<file path="src/shared/rrsf_pkg.sv">
// Package with constants and types for the rotate-right and set-file datapath.
package rrsf_pkg;

  // Register byte offsets on the bus.
  localparam logic [3:0] RRSF_CTRL_OFS = 4'h0;
  localparam logic [3:0] RRSF_BANK_OFS = 4'h4;
  localparam logic [3:0] RRSF_INDEX_OFS = 4'h8;
  localparam logic [3:0] RRSF_STATUS_OFS = 4'hC;

  // Field positions.
  localparam int RRSF_CTRL_EXT_BIT = 0;
  localparam int RRSF_STAT_BUSY_BIT = 0;
  localparam int RRSF_STAT_N_BIT = 1;
  localparam int RRSF_STAT_Z_BIT = 2;
  localparam int RRSF_STAT_RES_LSB = 8;

  // Values after reset.
  localparam logic RRSF_EXT_RST = 1'h0;
  localparam logic [3:0] RRSF_BANK_RST = 4'h0;
  localparam logic [11:0] RRSF_INDEX_RST = 12'h000;
  localparam logic [7:0] RRSF_BYTE_RST = 8'h00;

  // Addressing constants and the set-file all-ones byte.
  localparam logic [7:0] RRSF_LIT_OFS_MAX = 8'h5F;
  localparam logic [7:0] RRSF_ACC_SPLIT = 8'h60;
  localparam logic [3:0] RRSF_ACC_LO_BANK = 4'h0;
  localparam logic [3:0] RRSF_ACC_HI_BANK = 4'hF;
  localparam logic [7:0] RRSF_ALL_ONES = 8'hFF;

  typedef enum logic [1:0] {
    RRSF_OP_ROTATE_RIGHT_NO_CARRY,
    RRSF_OP_SET_FILE_ALL_ONES,
    RRSF_OP_UNUSED_A,
    RRSF_OP_UNUSED_B
  } rrsf_op_e;

  typedef enum logic [2:0] {
    RRSF_IDLE,
    RRSF_Q1,
    RRSF_Q2,
    RRSF_Q3,
    RRSF_Q4
  } rrsf_phase_e;

  // One decoded instruction from the decoder.
  typedef struct packed {
    rrsf_op_e op;
    logic [7:0] faddr;
    logic dest;
    logic acc_sel;
  } rrsf_req_s;

  // Data memory port towards the file registers.
  typedef struct packed {
    logic [11:0] addr;
    logic rd;
    logic we;
    logic [7:0] wdata;
  } rrsf_mem_s;

  // Classic Wishbone request.
  typedef struct packed {
    logic cyc;
    logic stb;
    logic we;
    logic [3:0] adr;
    logic [3:0] sel;
    logic [31:0] dat;
  } rrsf_wb_s;

endpackage : rrsf_pkg

</file>
<file path="src/logic/rrsf_alu.sv">
// Process stage: no-carry right rotate or all-ones byte with flag results.
`timescale 1ns/1ps
module rrsf_alu
  import rrsf_pkg::*;
(
  // Operation and operand.
  input wire rrsf_op_e op_i,
  input wire logic [7:0] operand_i,
  // Result and flags.
  output logic [7:0] result_o,
  output logic neg_o,
  output logic zero_o,
  output logic flags_upd_o
);

  always_comb begin
    result_o = operand_i;
    flags_upd_o = 1'b0;
    case (op_i)
      RRSF_OP_ROTATE_RIGHT_NO_CARRY: begin
        result_o = {operand_i[0], operand_i[7:1]};
        flags_upd_o = 1'b1;
      end
      RRSF_OP_SET_FILE_ALL_ONES: begin
        result_o = RRSF_ALL_ONES;
      end
      default: begin
        result_o = operand_i;
      end
    endcase
    neg_o = result_o[7];
    zero_o = (result_o == RRSF_BYTE_RST);
  end

endmodule : rrsf_alu

</file>
<file path="src/logic/rrsf_core.sv">
// Four-phase rotate-right and set-file datapath with a Wishbone slave.
//
// Added by the designer: the placing of the registers and register access over Wishbone.
`timescale 1ns/1ps
module rrsf_core
  import rrsf_pkg::*;
(
  // Clock and reset.
  input wire logic clk_i,
  input wire logic rst_i,
  // Instruction request from the decoder.
  input wire logic op_valid_i,
  input wire rrsf_req_s op_req_i,
  output logic op_ready_o,
  // Data memory port.
  output rrsf_mem_s mem_o,
  input wire logic [7:0] mem_rdata_i,
  // Accumulator write port.
  output logic [7:0] acc_o,
  output logic acc_we_o,
  // Status flags.
  output logic neg_o,
  output logic zero_o,
  // Wishbone slave.
  input wire rrsf_wb_s wb_i,
  output logic [31:0] wb_dat_o,
  output logic wb_ack_o
);

  typedef struct packed {
    rrsf_phase_e phase;
    rrsf_req_s req;
    rrsf_mem_s mem;
    logic [7:0] operand;
    logic [7:0] result;
    logic [7:0] acc;
    logic acc_we;
    logic neg;
    logic zero;
    logic ext_en;
    logic [3:0] bank;
    logic [11:0] index;
    logic ack;
    logic [31:0] rdata;
  } rrsf_state_s;

  rrsf_state_s st;
  rrsf_state_s next_st;
  logic [7:0] alu_result;
  logic alu_neg;
  logic alu_zero;
  logic alu_upd;
  logic [11:0] eff_addr;
  logic wb_req;

  // The process stage is purely combinational on the latched operand.
  rrsf_alu u_alu (
    .op_i(st.req.op),
    .operand_i(st.operand),
    .result_o(alu_result),
    .neg_o(alu_neg),
    .zero_o(alu_zero),
    .flags_upd_o(alu_upd)
  );

  // The access bank splits at one boundary: low offsets reach the bottom bank, or the index
  // window when ext_en is set, and the rest reach the top bank, whatever the bank register holds.
  // Operand address formed from the latched request and current bank state.
  always_comb begin
    if (st.req.acc_sel) begin
      eff_addr = {st.bank, st.req.faddr};
    end else if (st.ext_en && (st.req.faddr <= RRSF_LIT_OFS_MAX)) begin
      eff_addr = st.index + {4'h0, st.req.faddr};
    end else if (st.req.faddr < RRSF_ACC_SPLIT) begin
      eff_addr = {RRSF_ACC_LO_BANK, st.req.faddr};
    end else begin
      eff_addr = {RRSF_ACC_HI_BANK, st.req.faddr};
    end
  end

  // A request is taken only while no ack is out, so the cycle that carries
  // the ack is never taken a second time while the master releases it.
  assign wb_req = wb_i.cyc && wb_i.stb && !st.ack;

  always_comb begin
    next_st = st;
    // Strobes default low so that each stands for one cycle only.
    next_st.mem.rd = 1'b0;
    next_st.mem.we = 1'b0;
    next_st.acc_we = 1'b0;
    next_st.ack = wb_req;
    next_st.rdata = 32'h0000_0000;

    // Register bus: single-cycle registered ack, unmapped reads give zero.
    if (wb_req && wb_i.we) begin
      case (wb_i.adr)
        RRSF_CTRL_OFS: begin
          if (wb_i.sel[0]) begin
            next_st.ext_en = wb_i.dat[RRSF_CTRL_EXT_BIT];
          end
        end
        RRSF_BANK_OFS: begin
          if (wb_i.sel[0]) begin
            next_st.bank = wb_i.dat[3:0];
          end
        end
        RRSF_INDEX_OFS: begin
          if (wb_i.sel[0]) begin
            next_st.index[7:0] = wb_i.dat[7:0];
          end
          if (wb_i.sel[1]) begin
            next_st.index[11:8] = wb_i.dat[11:8];
          end
        end
        default: begin
          next_st.ack = wb_req;
        end
      endcase
    end else if (wb_req) begin
      case (wb_i.adr)
        RRSF_CTRL_OFS: begin
          next_st.rdata[RRSF_CTRL_EXT_BIT] = st.ext_en;
        end
        RRSF_BANK_OFS: begin
          next_st.rdata[3:0] = st.bank;
        end
        RRSF_INDEX_OFS: begin
          next_st.rdata[11:0] = st.index;
        end
        RRSF_STATUS_OFS: begin
          next_st.rdata[RRSF_STAT_BUSY_BIT] = (st.phase != RRSF_IDLE);
          next_st.rdata[RRSF_STAT_N_BIT] = st.neg;
          next_st.rdata[RRSF_STAT_Z_BIT] = st.zero;
          next_st.rdata[RRSF_STAT_RES_LSB +: 8] = st.result;
        end
        default: begin
          next_st.rdata = 32'h0000_0000;
        end
      endcase
    end

    // Instruction sequence, one phase per clock.
    case (st.phase)
      RRSF_IDLE: begin
        if (op_valid_i) begin
          next_st.req = op_req_i;
          next_st.phase = RRSF_Q1;
        end
      end
      RRSF_Q1: begin
        next_st.mem.addr = eff_addr;
        next_st.mem.rd = 1'b1;
        next_st.phase = RRSF_Q2;
      end
      // Read data is sampled in the cycle in which the read strobe stands,
      // so the data memory must answer combinationally within it.
      RRSF_Q2: begin
        next_st.operand = mem_rdata_i;
        next_st.phase = RRSF_Q3;
      end
      RRSF_Q3: begin
        next_st.result = alu_result;
        if (alu_upd) begin
          next_st.neg = alu_neg;
          next_st.zero = alu_zero;
        end
        // Set-file has no destination choice: it always targets the file.
        if (st.req.op == RRSF_OP_SET_FILE_ALL_ONES) begin
          next_st.mem.we = 1'b1;
          next_st.mem.wdata = alu_result;
        end else if (!st.req.dest) begin
          next_st.acc = alu_result;
          next_st.acc_we = 1'b1;
        end else begin
          next_st.mem.we = 1'b1;
          next_st.mem.wdata = alu_result;
        end
        next_st.phase = RRSF_Q4;
      end
      // Q4 lets the write pulse stand before the next decode is allowed.
      RRSF_Q4: begin
        next_st.phase = RRSF_IDLE;
      end
      default: begin
        next_st.phase = RRSF_IDLE;
      end
    endcase
  end

  // Plain synchronous reset of every state bit.
  // The whole struct is cleared first so that no field is left unknown,
  // then the named fields take their own reset values.
  always_ff @(posedge clk_i) begin
    if (rst_i) begin
      st <= '0;
      st.phase <= RRSF_IDLE;
      st.ext_en <= RRSF_EXT_RST;
      st.bank <= RRSF_BANK_RST;
      st.index <= RRSF_INDEX_RST;
      st.acc <= RRSF_BYTE_RST;
    end else begin
      st <= next_st;
    end
  end

  // Outputs come straight from the state register; only the ready
  // handshake is decoded from the phase.
  assign op_ready_o = (st.phase == RRSF_IDLE);
  assign mem_o = st.mem;
  assign acc_o = st.acc;
  assign acc_we_o = st.acc_we;
  assign neg_o = st.neg;
  assign zero_o = st.zero;
  assign wb_dat_o = st.rdata;
  assign wb_ack_o = st.ack;

endmodule : rrsf_core

</file>
<file path="config.mk">
export PLATFORM = sky130hd
export DESIGN_NAME = rrsf_core
export DESIGN_NICKNAME = d
export VERILOG_FILES = /design/src/shared/rrsf_pkg.sv /design/src/logic/rrsf_alu.sv /design/src/logic/rrsf_core.sv
export SDC_FILE = /design/constraint.sdc
export NUM_CORES = 1
export LEC_CHECK = 0
export ABC_CLOCK_PERIOD_IN_PS = 1900
export BUFFER_PORTS_ARGS = -buffer_cell sky130_fd_sc_hd__buf_2
export CORE_AREA = 2 2 104 106
export DETAILED_ROUTE_END_ITERATION = 16
export DIE_AREA = 0 0 106 108
export GPL_ROUTABILITY_DRIVEN = 0
export PLACE_DENSITY_LB_ADDON = 0.12
export SLEW_MARGIN = 20
export SYNTH_ARGS = -nofsm -noshare
export SYNTH_HDL_FRONTEND = slang
export SYNTH_HIERARCHICAL = 1
export SYNTH_SLANG_ARGS = --single-unit
</file>
<file path="constraint.sdc">
create_clock -name clk_i -period 1.9 [get_ports clk_i]
set_clock_uncertainty 0.2 [all_clocks]
set_input_delay 0.095 -clock clk_i [delete_from_list [all_inputs] [get_ports clk_i]]
set_output_delay 0.095 -clock clk_i [all_outputs]
set_load 0.005 [all_outputs]
</file>
# ---- Word level (Yosys, flattened, before mapping)
# Index checks and enable logic that the tools add are counted.
dict set report classes {
  addsub 1
  magnitude_cmp 2
  eq_ne 8
  muxes 15
  bitwise 6
  reduce_logical 25
}
# cell count
set ops {}
lappend ops {{$mux 12} 3}
lappend ops {{$mux 9} 2}
lappend ops {{$pmux 8 s2} 1}
lappend ops {{$mux 15} 1}
lappend ops {{$reduce_and 3->1} 5}
lappend ops {{$add 12x8->12} 1}
lappend ops {{$pmux 3 s4} 1}
lappend ops {{$eq 4x4->1 const B} 2}
lappend ops {{$le 8x7->1 const B} 1}
lappend ops {{$logic_not 8->1} 1}
lappend ops {{$lt 8x7->1 const B} 1}
lappend ops {{$pmux 4 s2} 1}
lappend ops {{$reduce_or 4->1} 2}
lappend ops {{$eq 3x2->1 const B} 2}
lappend ops {{$not 1->1} 6}
lappend ops {{$pmux 2 s3} 1}
lappend ops {{$reduce_and 2->1} 3}
lappend ops {{$reduce_or 3->1} 2}
lappend ops {{$eq 4x3->1 const B} 1}
lappend ops {{$logic_and 1x1->1} 4}
lappend ops {{$logic_not 4->1} 1}
lappend ops {{$pmux 1 s4} 1}
lappend ops {{$reduce_or 2->1} 2}
lappend ops {{$eq 3x1->1 const B} 1}
lappend ops {{other kinds (9)} 11}
dict set report word_totals {
  regBits 114
  input_bits 66
  output_inout_bits 67
  elab_cells 81
}

# ---- Depth between registers and ports, before layout
# Gate-level depths: netlist of the first run.
dict set report depth {
  word_depth 4
  mapped_depth 8
}

# ---- By module
# The synthesis of the first run kept the hierarchy.
# module n_inst cells_per_inst area_per_inst_um2 seq_area_each_um2
set modules_own_cells {}
lappend modules_own_cells {rrsf_core 1 530 4506.8 1961.9}
lappend modules_own_cells {rrsf_alu 1 37 211.5 0.0}

# ---- Worst setup path before layout of the first run
# OpenSTA, ideal clock, no wires.
dict set report synth_path {
  path_kind {register to register}
  startpoint {reg st[101] in the netlist's numbering}
  endpoint {reg st, in the netlist mem_o[18]}
  setup_ps 92
  arrival_time_ps 1685
  path_slack_ps -78
  path_stages_with_launch 9
  n_path_buf 0
  period_less_slack_ps 1978
  cell_sequence {dfxtp_1 -> ha_1 -> inv_1 -> fa_1 -> nor2b_1 -> o31a_1 -> o211ai_1 -> nor3b_1 -> o32ai_1}
}
dict set report synth_between {
  elab_chain_cells 4
  elab_cells_between_ends 7
  classes_between {1 x add/sub; 2 x order compare; 3 x mux; 1 x reduce/logical}
}
# item line_no
set synth_lines {}
lappend synth_lines {{from (decl)} rrsf_core.sv:47} ;# rrsf_state_s st;
lappend synth_lines {{from (signal assigned)} rrsf_core.sv:202} ;# st <= next_st;
lappend synth_lines {{$lt 8x7->1 or $le 8x7->1 (tied branches)} {rrsf_core.sv:74, rrsf_core.sv:72}}
lappend synth_lines {{$mux 12 or $logic_and 1x1->1 (tied branches)} {rrsf_core.sv:74, rrsf_core.sv:72}}
lappend synth_lines {{$mux 12 (*)} rrsf_core.sv:72} ;# end else if (st.ext_en && (st.req.faddr <= RRSF_LIT_OFS_MAX)) begin
lappend synth_lines {{$mux 12 (*)} rrsf_core.sv:70} ;# if (st.req.acc_sel) begin
# Mark *: on every way between the ends. The rest lies on a longest branch, timed or not.
# A chain may end at the register's enable or synchronous reset.

# ---- Worst setup path in the final report of the first run
# Same ends and word-level chain as after synthesis.

==> flow_metrics.tcl, run 1 <==
set metrics [dict create \
    outcome "finished with violations" \
    violations "negative setup slack" \
    vias 4108 \
    layout-drive-gt1-share 0.277 \
    ff2ff_path_depth 8 \
    rsz0062_at_grt "true" \
    required_ns 1.99 \
    die_w_um 106 \
    clock_latency_ns 0.37 \
    syn_avg_cell_area_um2 8.32 \
    fmax_mhz 492 \
    grt_usage 0.201 \
    dp_hpwl_um 8390 \
    synth_warnings 6 \
    fp-row-count 37 \
    clkTransAtPathRegs_ns 0.09 \
    ant_nets 0 \
    synth_top_cell_by_area "dfxtp_1" \
    power_w 0.00419 \
    cts_buffers 9 \
    initial_utilization 0.461 \
    antenna_found_initial 0 \
    async_flop_share 0 \
    path_cells "ha_4, inv_2, fa_2, nor2b_4, o31a_1, o211ai_1, nor3b_1, o32ai_1" \
    routed_wl_um 11400 \
    ys_types 51 \
    worstPathArrival_ns 2.12 \
    fillCellCount 975 \
    die-area_um2 11400 \
    slew_headroom 0.630 \
    startpoint_type "flop" \
    fin_area_um2 5920 \
    pre_cts_ws_ns -0.137 \
    peakVddDrop_uv 311 \
    grt_pass1_wl_um 18200 \
    synth_cells 567 \
    grt_pass1_vias 3744 \
    root_buffer "clkbuf_8" \
    final-hold-violation-count 0 \
    io_pins 133 \
    hold_path_class "primary input to flop" \
    htree_levels 3 \
    die_y_um 108 \
    whs_path_depth 3 \
    maxCapViolations 0 \
    setup_tns_ns -0.369 \
    cts.sinks 98 \
    setup_viol 5 \
    antenna_cells 0 \
    synth-seq-cells 98 \
    drt_iter0_drc 173 \
    io_buffers 94 \
    first_pass_iters 5 \
    dominantRegCellSynth "dfxtp_1" \
    dpl_cell_area_um2 5190 \
    worst_slack_ns -0.133 \
    ys_top_cells_by_area "dfxtp_1 (42%), buf_4 (10%), nand2_1 (7.2%)" \
    slew_viol_final 0 \
    p_leak_nw 2.56 \
    worstMarginPinSlew_ns 0.550 \
    p_per_area_nw_per_um2 707 \
    ys_seq_area_frac 0.416 \
    netlist_area_um2 4720 \
    layout.nets 759 \
    slowest_stage "dfxtp_2" \
    wire_per_inst_um 13.9 \
    grt_max_degree 33 \
    drt-vias-per-instance 4.98 \
    cts_tree "done" \
    max_stage_delay_ns 0.36 \
    overflow 0 \
    cts_max_path_buffers 2 \
    syn2layout_area_growth_pct 25.5 \
    drc 0 \
    path_max_fanout 4 \
    synth_top_area_frac 0.416 \
    min_period_over_period 1.07 \
    period_needed_ns 2.03 \
    coreArea_um2 10200 \
    synth-edff-count 0 \
    path_class "flop to flop" \
    cp-end-kind "flop" \
]
-- worst max-delay path, delay by kind of cell (launching register included) --
kind | cells | cell delay, ns
adder cells (fa/ha/maj) | 2 | 0.50
AND/OR/NAND/NOR | 2 | 0.28
buffers and inverters | 1 | 0.03
flip-flops | 1 | 0.36
AO/OA/AOI/OAI | 3 | 0.58
-- state kept, by name, summed over array words and instances (netlist names) --
signal	cells
acc_o	8
acc_we_o	1
mem_o	22
neg_o	1
st	48
wb_ack_o	1
wb_dat_o	16
zero_o	1
-- report_power, final --
part           switching [W]  total [W]  internal (W)
clock               0.000729    0.00133      0.000603
sequential         0.0000542    0.00217       0.00212
combinational       0.000365   0.000685      0.000320
total                0.00115    0.00419       0.00304
-- what timing repair did --
item | CTS | global route
cloned | 0 | 0
pin swaps | 10 | 12
endpoints found under the setup margin | 8 | 20
endpoints found under the hold margin | 43 | 0
hold buffers | 39 | 0
buffers inserted | 0 | 1
gates resized for setup | 13 | 18
-- synthesized netlist by cell type (2+ instances only) --
master     n
a21oi_1   58
inv_1      8
nor4_1     2
nor3_2     2
nand4_1    2
buf_6      3
nor2b_1    9
mux2i_1   28
a21o_1     4
nand2_1   91
a211oi_1   9
buf_4     63
nand2b_1   2
nand3_1   16
o21ai_0   14
clkbuf_1  21
nor3_1    13
nor2_1    51
o211ai_1   4
a22o_1     4
a22oi_1    3
dfxtp_1   98
ha_1       8
xnor2_1    2
o31ai_1    3
or4_1      2
nand3b_1   3
buf_2      2
nor3b_1    2
xor2_1     4
or3_1      4
and2_1    13
-- area by class of cell --
cell class                 instances  area [um^2]  area share
multi-input combinational        387         2340       0.395
inverter                           8         30.0     0.00507
timing repair buffer             180         1220       0.206
tap                              136          170      0.0287
clock buffer                       9          124      0.0209
clock inverter                     7         70.1      0.0118
sequential                        98         1970       0.333
-- final timing paths --
| kind | startpoint | to | slack (ns) |
|---|---|---|---|
| worst max-delay path | st[101] | mem_o[18] | -0.13 |
| worst min-delay path | rst_i | st[48] | 0.02 |
| worst max register to register | st[101] | mem_o[18] | -0.13 |
| worst min register to register | mem_o[11] | mem_o[11] | 0.26 |
-- through the flow --
stage / hold WS, ns / util / std cells
2_1_floorplan: -0.00567 / - / 582
3_3_place_gp: 0.123 / 0.508 / 770
3_5_place_dp: 0.133 / 0.508 / 770
4_1_cts: 0.0149 / 0.572 / 825
5_1_grt: 0.0401 / 0.579 / 825
6_report: 0.0248 / 0.579 / 825
-- kinds of logic (layout without fill, tap and decap cells) --
| group | count (synthesis) | after routing | share of synthesized area |
|---|---|---|---|
| fa+ha+maj | 9 | 9 | 0.0255 |
| compound gates | 110 | 110 | 0.139 |
| xor+xnor | 6 | 6 | 0.0111 |
| simple gates | 217 | 217 | 0.214 |
| buf+inv | 97 | 204 | 0.133 |
| flops | 98 | 98 | 0.416 |
| other cells | 1 | 16 | 0.000795 |
| mux | 29 | 29 | 0.0618 |
-- placed cells by master, fill, tap and decap left out, drive strengths merged, types with 3 or more instances in the layout --
cell | synthesis | routed
a211oi | 9 | 9
a21o | 4 | 4
a21oi | 58 | 58
a22o | 4 | 4
a22oi | 3 | 3
and2 | 13 | 13
buf | 68 | 141
clkbuf | 21 | 9
clkinvlp | 0 | 4
conb | 1 | 16
dfxtp | 98 | 98
dlygate4sd3 | 0 | 39
ha | 8 | 8
inv | 8 | 8
mux2i | 28 | 28
nand2 | 91 | 91
nand3 | 16 | 16
nand3b | 3 | 3
nor2 | 51 | 51
nor2b | 9 | 9
nor3 | 15 | 15
nor4 | 3 | 3
o211ai | 4 | 4
o21ai | 15 | 15
o31ai | 3 | 3
or3 | 4 | 4
xor2 | 4 | 4
-- layer usage --
metal	up-vias	GRT usage	share of wire
met1	1882	0.283	0.48
met3	12	0.0452	0.064
met4	0	0.0695	0.016
li1	2081	-	-
met2	133	0.304	0.44
met5	-	0	0
Note: power is estimated with default switching activity, not from simulation.
==> run 2, diff against run 1 <==
--- a/config.mk
+++ b/config.mk
@@ -5,12 +5,14 @@
 export SDC_FILE = /design/constraint.sdc
 export NUM_CORES = 1
 export LEC_CHECK = 0
+export ABC_AREA = 1
 export ABC_CLOCK_PERIOD_IN_PS = 1900
 export BUFFER_PORTS_ARGS = -buffer_cell sky130_fd_sc_hd__buf_2
-export CORE_AREA = 2 2 104 106
+export CORE_AREA = 2 2 105 107
 export DETAILED_ROUTE_END_ITERATION = 16
-export DIE_AREA = 0 0 106 108
+export DIE_AREA = 0 0 107 109
 export GPL_ROUTABILITY_DRIVEN = 0
+export MAX_ROUTING_LAYER = met4
 export PLACE_DENSITY_LB_ADDON = 0.12
 export SLEW_MARGIN = 20
 export SYNTH_ARGS = -nofsm -noshare
==> flow_metrics.tcl, run 2 <==
set metrics [dict create \
    fmax_mhz 546 \
    ys_types 38 \
    seqCellArea_um2 1970 \
    io_pins 133 \
    cts_buffers 9 \
    period_needed_ns 1.83 \
    clock_latency_ns 0.38 \
    antenna_cells 0 \
    synth_top_family_by_area "simple AND/OR/NAND/NOR gates" \
    dominantRegCellSynth "dfxtp_1" \
    path_max_fanout 3 \
    slew_headroom 0.667 \
    drc 0 \
    synthSimpleGateAreaFrac 0.229 \
    post_synth_xor_area_fraction 0.00544 \
    grt_max_degree 41 \
    yosysMostFrequentCell "nand2_1" \
    setup_tns_ns 0 \
    dp_cells 830 \
    path_class "primary input to flop" \
    slew_viol_final 0 \
    grt_pass1_vias 3857 \
    layout-drive-gt1-share 0.246 \
    overflow 0 \
    syn_avg_cell_area_um2 7.46 \
    fin_area_um2 5870 \
    final_cells 897 \
    ys_seq_area_frac 0.407 \
    required_ns 1.96 \
    synth_compound_area_frac 0.163 \
    maxCapViolations 0 \
    largest_register "st" \
    cts_tree "done" \
    ff2ff_path_depth 12 \
    hold_path_class "primary input to flop" \
    rsz0062_at_grt "true" \
    largest_reg_flops 48 \
    worstPathArrival_ns 1.89 \
    grt_usage 0.206 \
    antenna_found_initial 0 \
    synth_common_cells "nand2_1 (129), dfxtp_1 (98), a21oi_1 (76)" \
    setup_viol 0 \
    cp-end-kind "flop" \
    hold_ws_ns -0.000552 \
    synth_top_area_frac 0.407 \
    routed_wl_um 11600 \
    synth_warnings 6 \
    die_w_um 107 \
    synth_cells 647 \
    multi_input_area_um2 2210 \
    netlist_area_um2 4830 \
    whs_path_depth 5 \
    drt-vias-per-instance 4.74 \
    vias 4252 \
    root_buffer "clkbuf_8" \
    die-area_um2 11700 \
    die_y_um 109 \
    mostFrequentLayoutCells "nand2_1 (128), buf_2 (94), dfxtp_1 (88)" \
    globalRouteMet2Util 0.314 \
    clkTransAtPathRegs_ns 0.09 \
    violations "negative hold slack" \
    fillCellCount 1004 \
    initial_utilization 0.455 \
    final-hold-violation-count 1 \
    outcome "finished with violations" \
    cts_max_path_buffers 2 \
    grt_pass1_wl_um 18400 \
    coreArea_um2 10600 \
    dp_hpwl_um 8360 \
    syn2layout_area_growth_pct 21.6 \
    layout_commonest_cell "nand2_1" \
    worstMarginPinSlew_ns 0.499 \
    io_buffers 94 \
    dpl_cell_area_um2 5050 \
    top_usage_layer "met2" \
    startpoint_type "primary input" \
    synth-seq-cells 98 \
    peakVddDrop_uv 394 \
    fp-row-count 38 \
    ant_nets 0 \
    layout.nets 827 \
    p_leak_nw 2.56 \
    muxShareOfSynthArea 0 \
    cts.sinks 98 \
    grt_use_met1 0.282 \
    async_flop_share 0 \
    synth-edff-count 0 \
    htree_levels 3 \
    met3_usage 0.0263 \
    synth_fa_ha_area_frac 0.0249 \
    min_period_over_period 0.963 \
    first_pass_iters 5 \
    drt_iter0_drc 202 \
    p_per_area_nw_per_um2 723 \
    ys_top_cells_by_area "dfxtp_1 (41%), nand2_1 (10%), buf_4 (10%)" \
    wire_per_inst_um 13.0 \
    synth_top_cell_by_area "dfxtp_1" \
]
-- run 2: cell count changes in the layout (fill, tap and decap cells not counted), sizes merged, moves of 19 or more --
cell / change
inv: +52
o21ai: +47
mux2i: -28
nand2: +45
a21oi: +19
buf: -26
nand3: +26
-- run 2: kinds of logic (layout without fill, tap and decap cells) --
kind of cell / after synthesis / in the layout
AOI/OAI and AO/OA: 148 / 148
xor gates and xnor gates: 3 / 3
adders and majority gates: 9 / 9
buffers and inverters: 142 / 237
DFF: 98 / 98
other: 1 / 16
and+or+nand+nor: 246 / 246
-- run 2: path summary, 6_finish.rpt --
| kind | startpoint | endpoint | slack [ns] |
|---|---|---|---|
| hold reg to reg | st[67] | wb_dat_o[14] | 0.23 |
| setup / recovery | wb_i[36] | st[49] | 0.07 |
| setup reg to reg | st[35] | mem_o[19] | 0.08 |
| hold / removal | wb_i[32] | st[48] | -0.0006 |
-- run 2: repair_timing --
item,CTS,global route
hold endpoints to repair,41,0
hold buffers,45,0
endpoints found under the setup margin,4,14
pin swaps,1,4
buffers inserted,0,6
resized for setup,1,27
-- run 2: power breakdown --
group	total, W	internal [W]	switching [W]
Clock	0.00133	0.000614	0.000719
Combinational	0.000697	0.000295	0.000402
Sequential	0.00221	0.00214	0.0000694
Total	0.00424	0.00305	0.00119
-- run 2: layout make-up --
type | instances | share of cell area
timing repair buffer | 160 | 0.184
sequential | 98 | 0.337
tap | 140 | 0.0299
inverter | 61 | 0.0401
clock inverter | 4 | 0.00896
multi-input combinational | 422 | 0.377
clock buffer | 12 | 0.0230
-- run 2: layer usage --
metal | share of wire | wire length, um
met5 | 0 | 0
met4 | 0.011 | 128
met3 | 0.046 | 530
met2 | 0.44 | 5110
met1 | 0.50 | 5880
-- run 2: worst max-delay path: stages --
cell and delay, ns:
dlygate4sd3_1 0.53, buf_2 0.13, nor2_4 0.12, nand3_2 0.11, o311a_1 0.34, dlygate4sd3_1 0.56
-- run 2: metrics by stage --
| step | total power [W] | util | setup WS, ns | hold slack (ns) |
|---|---|---|---|---|
| 6_report | 0.00424 | 0.553 | 0.0699 | -0.000552 |
| 5_1_grt | 0.00445 | 0.553 | -0.0893 | 0.0350 |
| 4_1_cts | 0.00422 | 0.537 | 0.0198 | 0.00846 |
| 3_5_place_dp | 0.00283 | 0.476 | -0.0722 | 0.157 |
| 3_3_place_gp | 0.00282 | 0.476 | -0.0252 | 0.145 |
| 2_1_floorplan | 0.00270 | - | 0.0364 | -0.0329 |
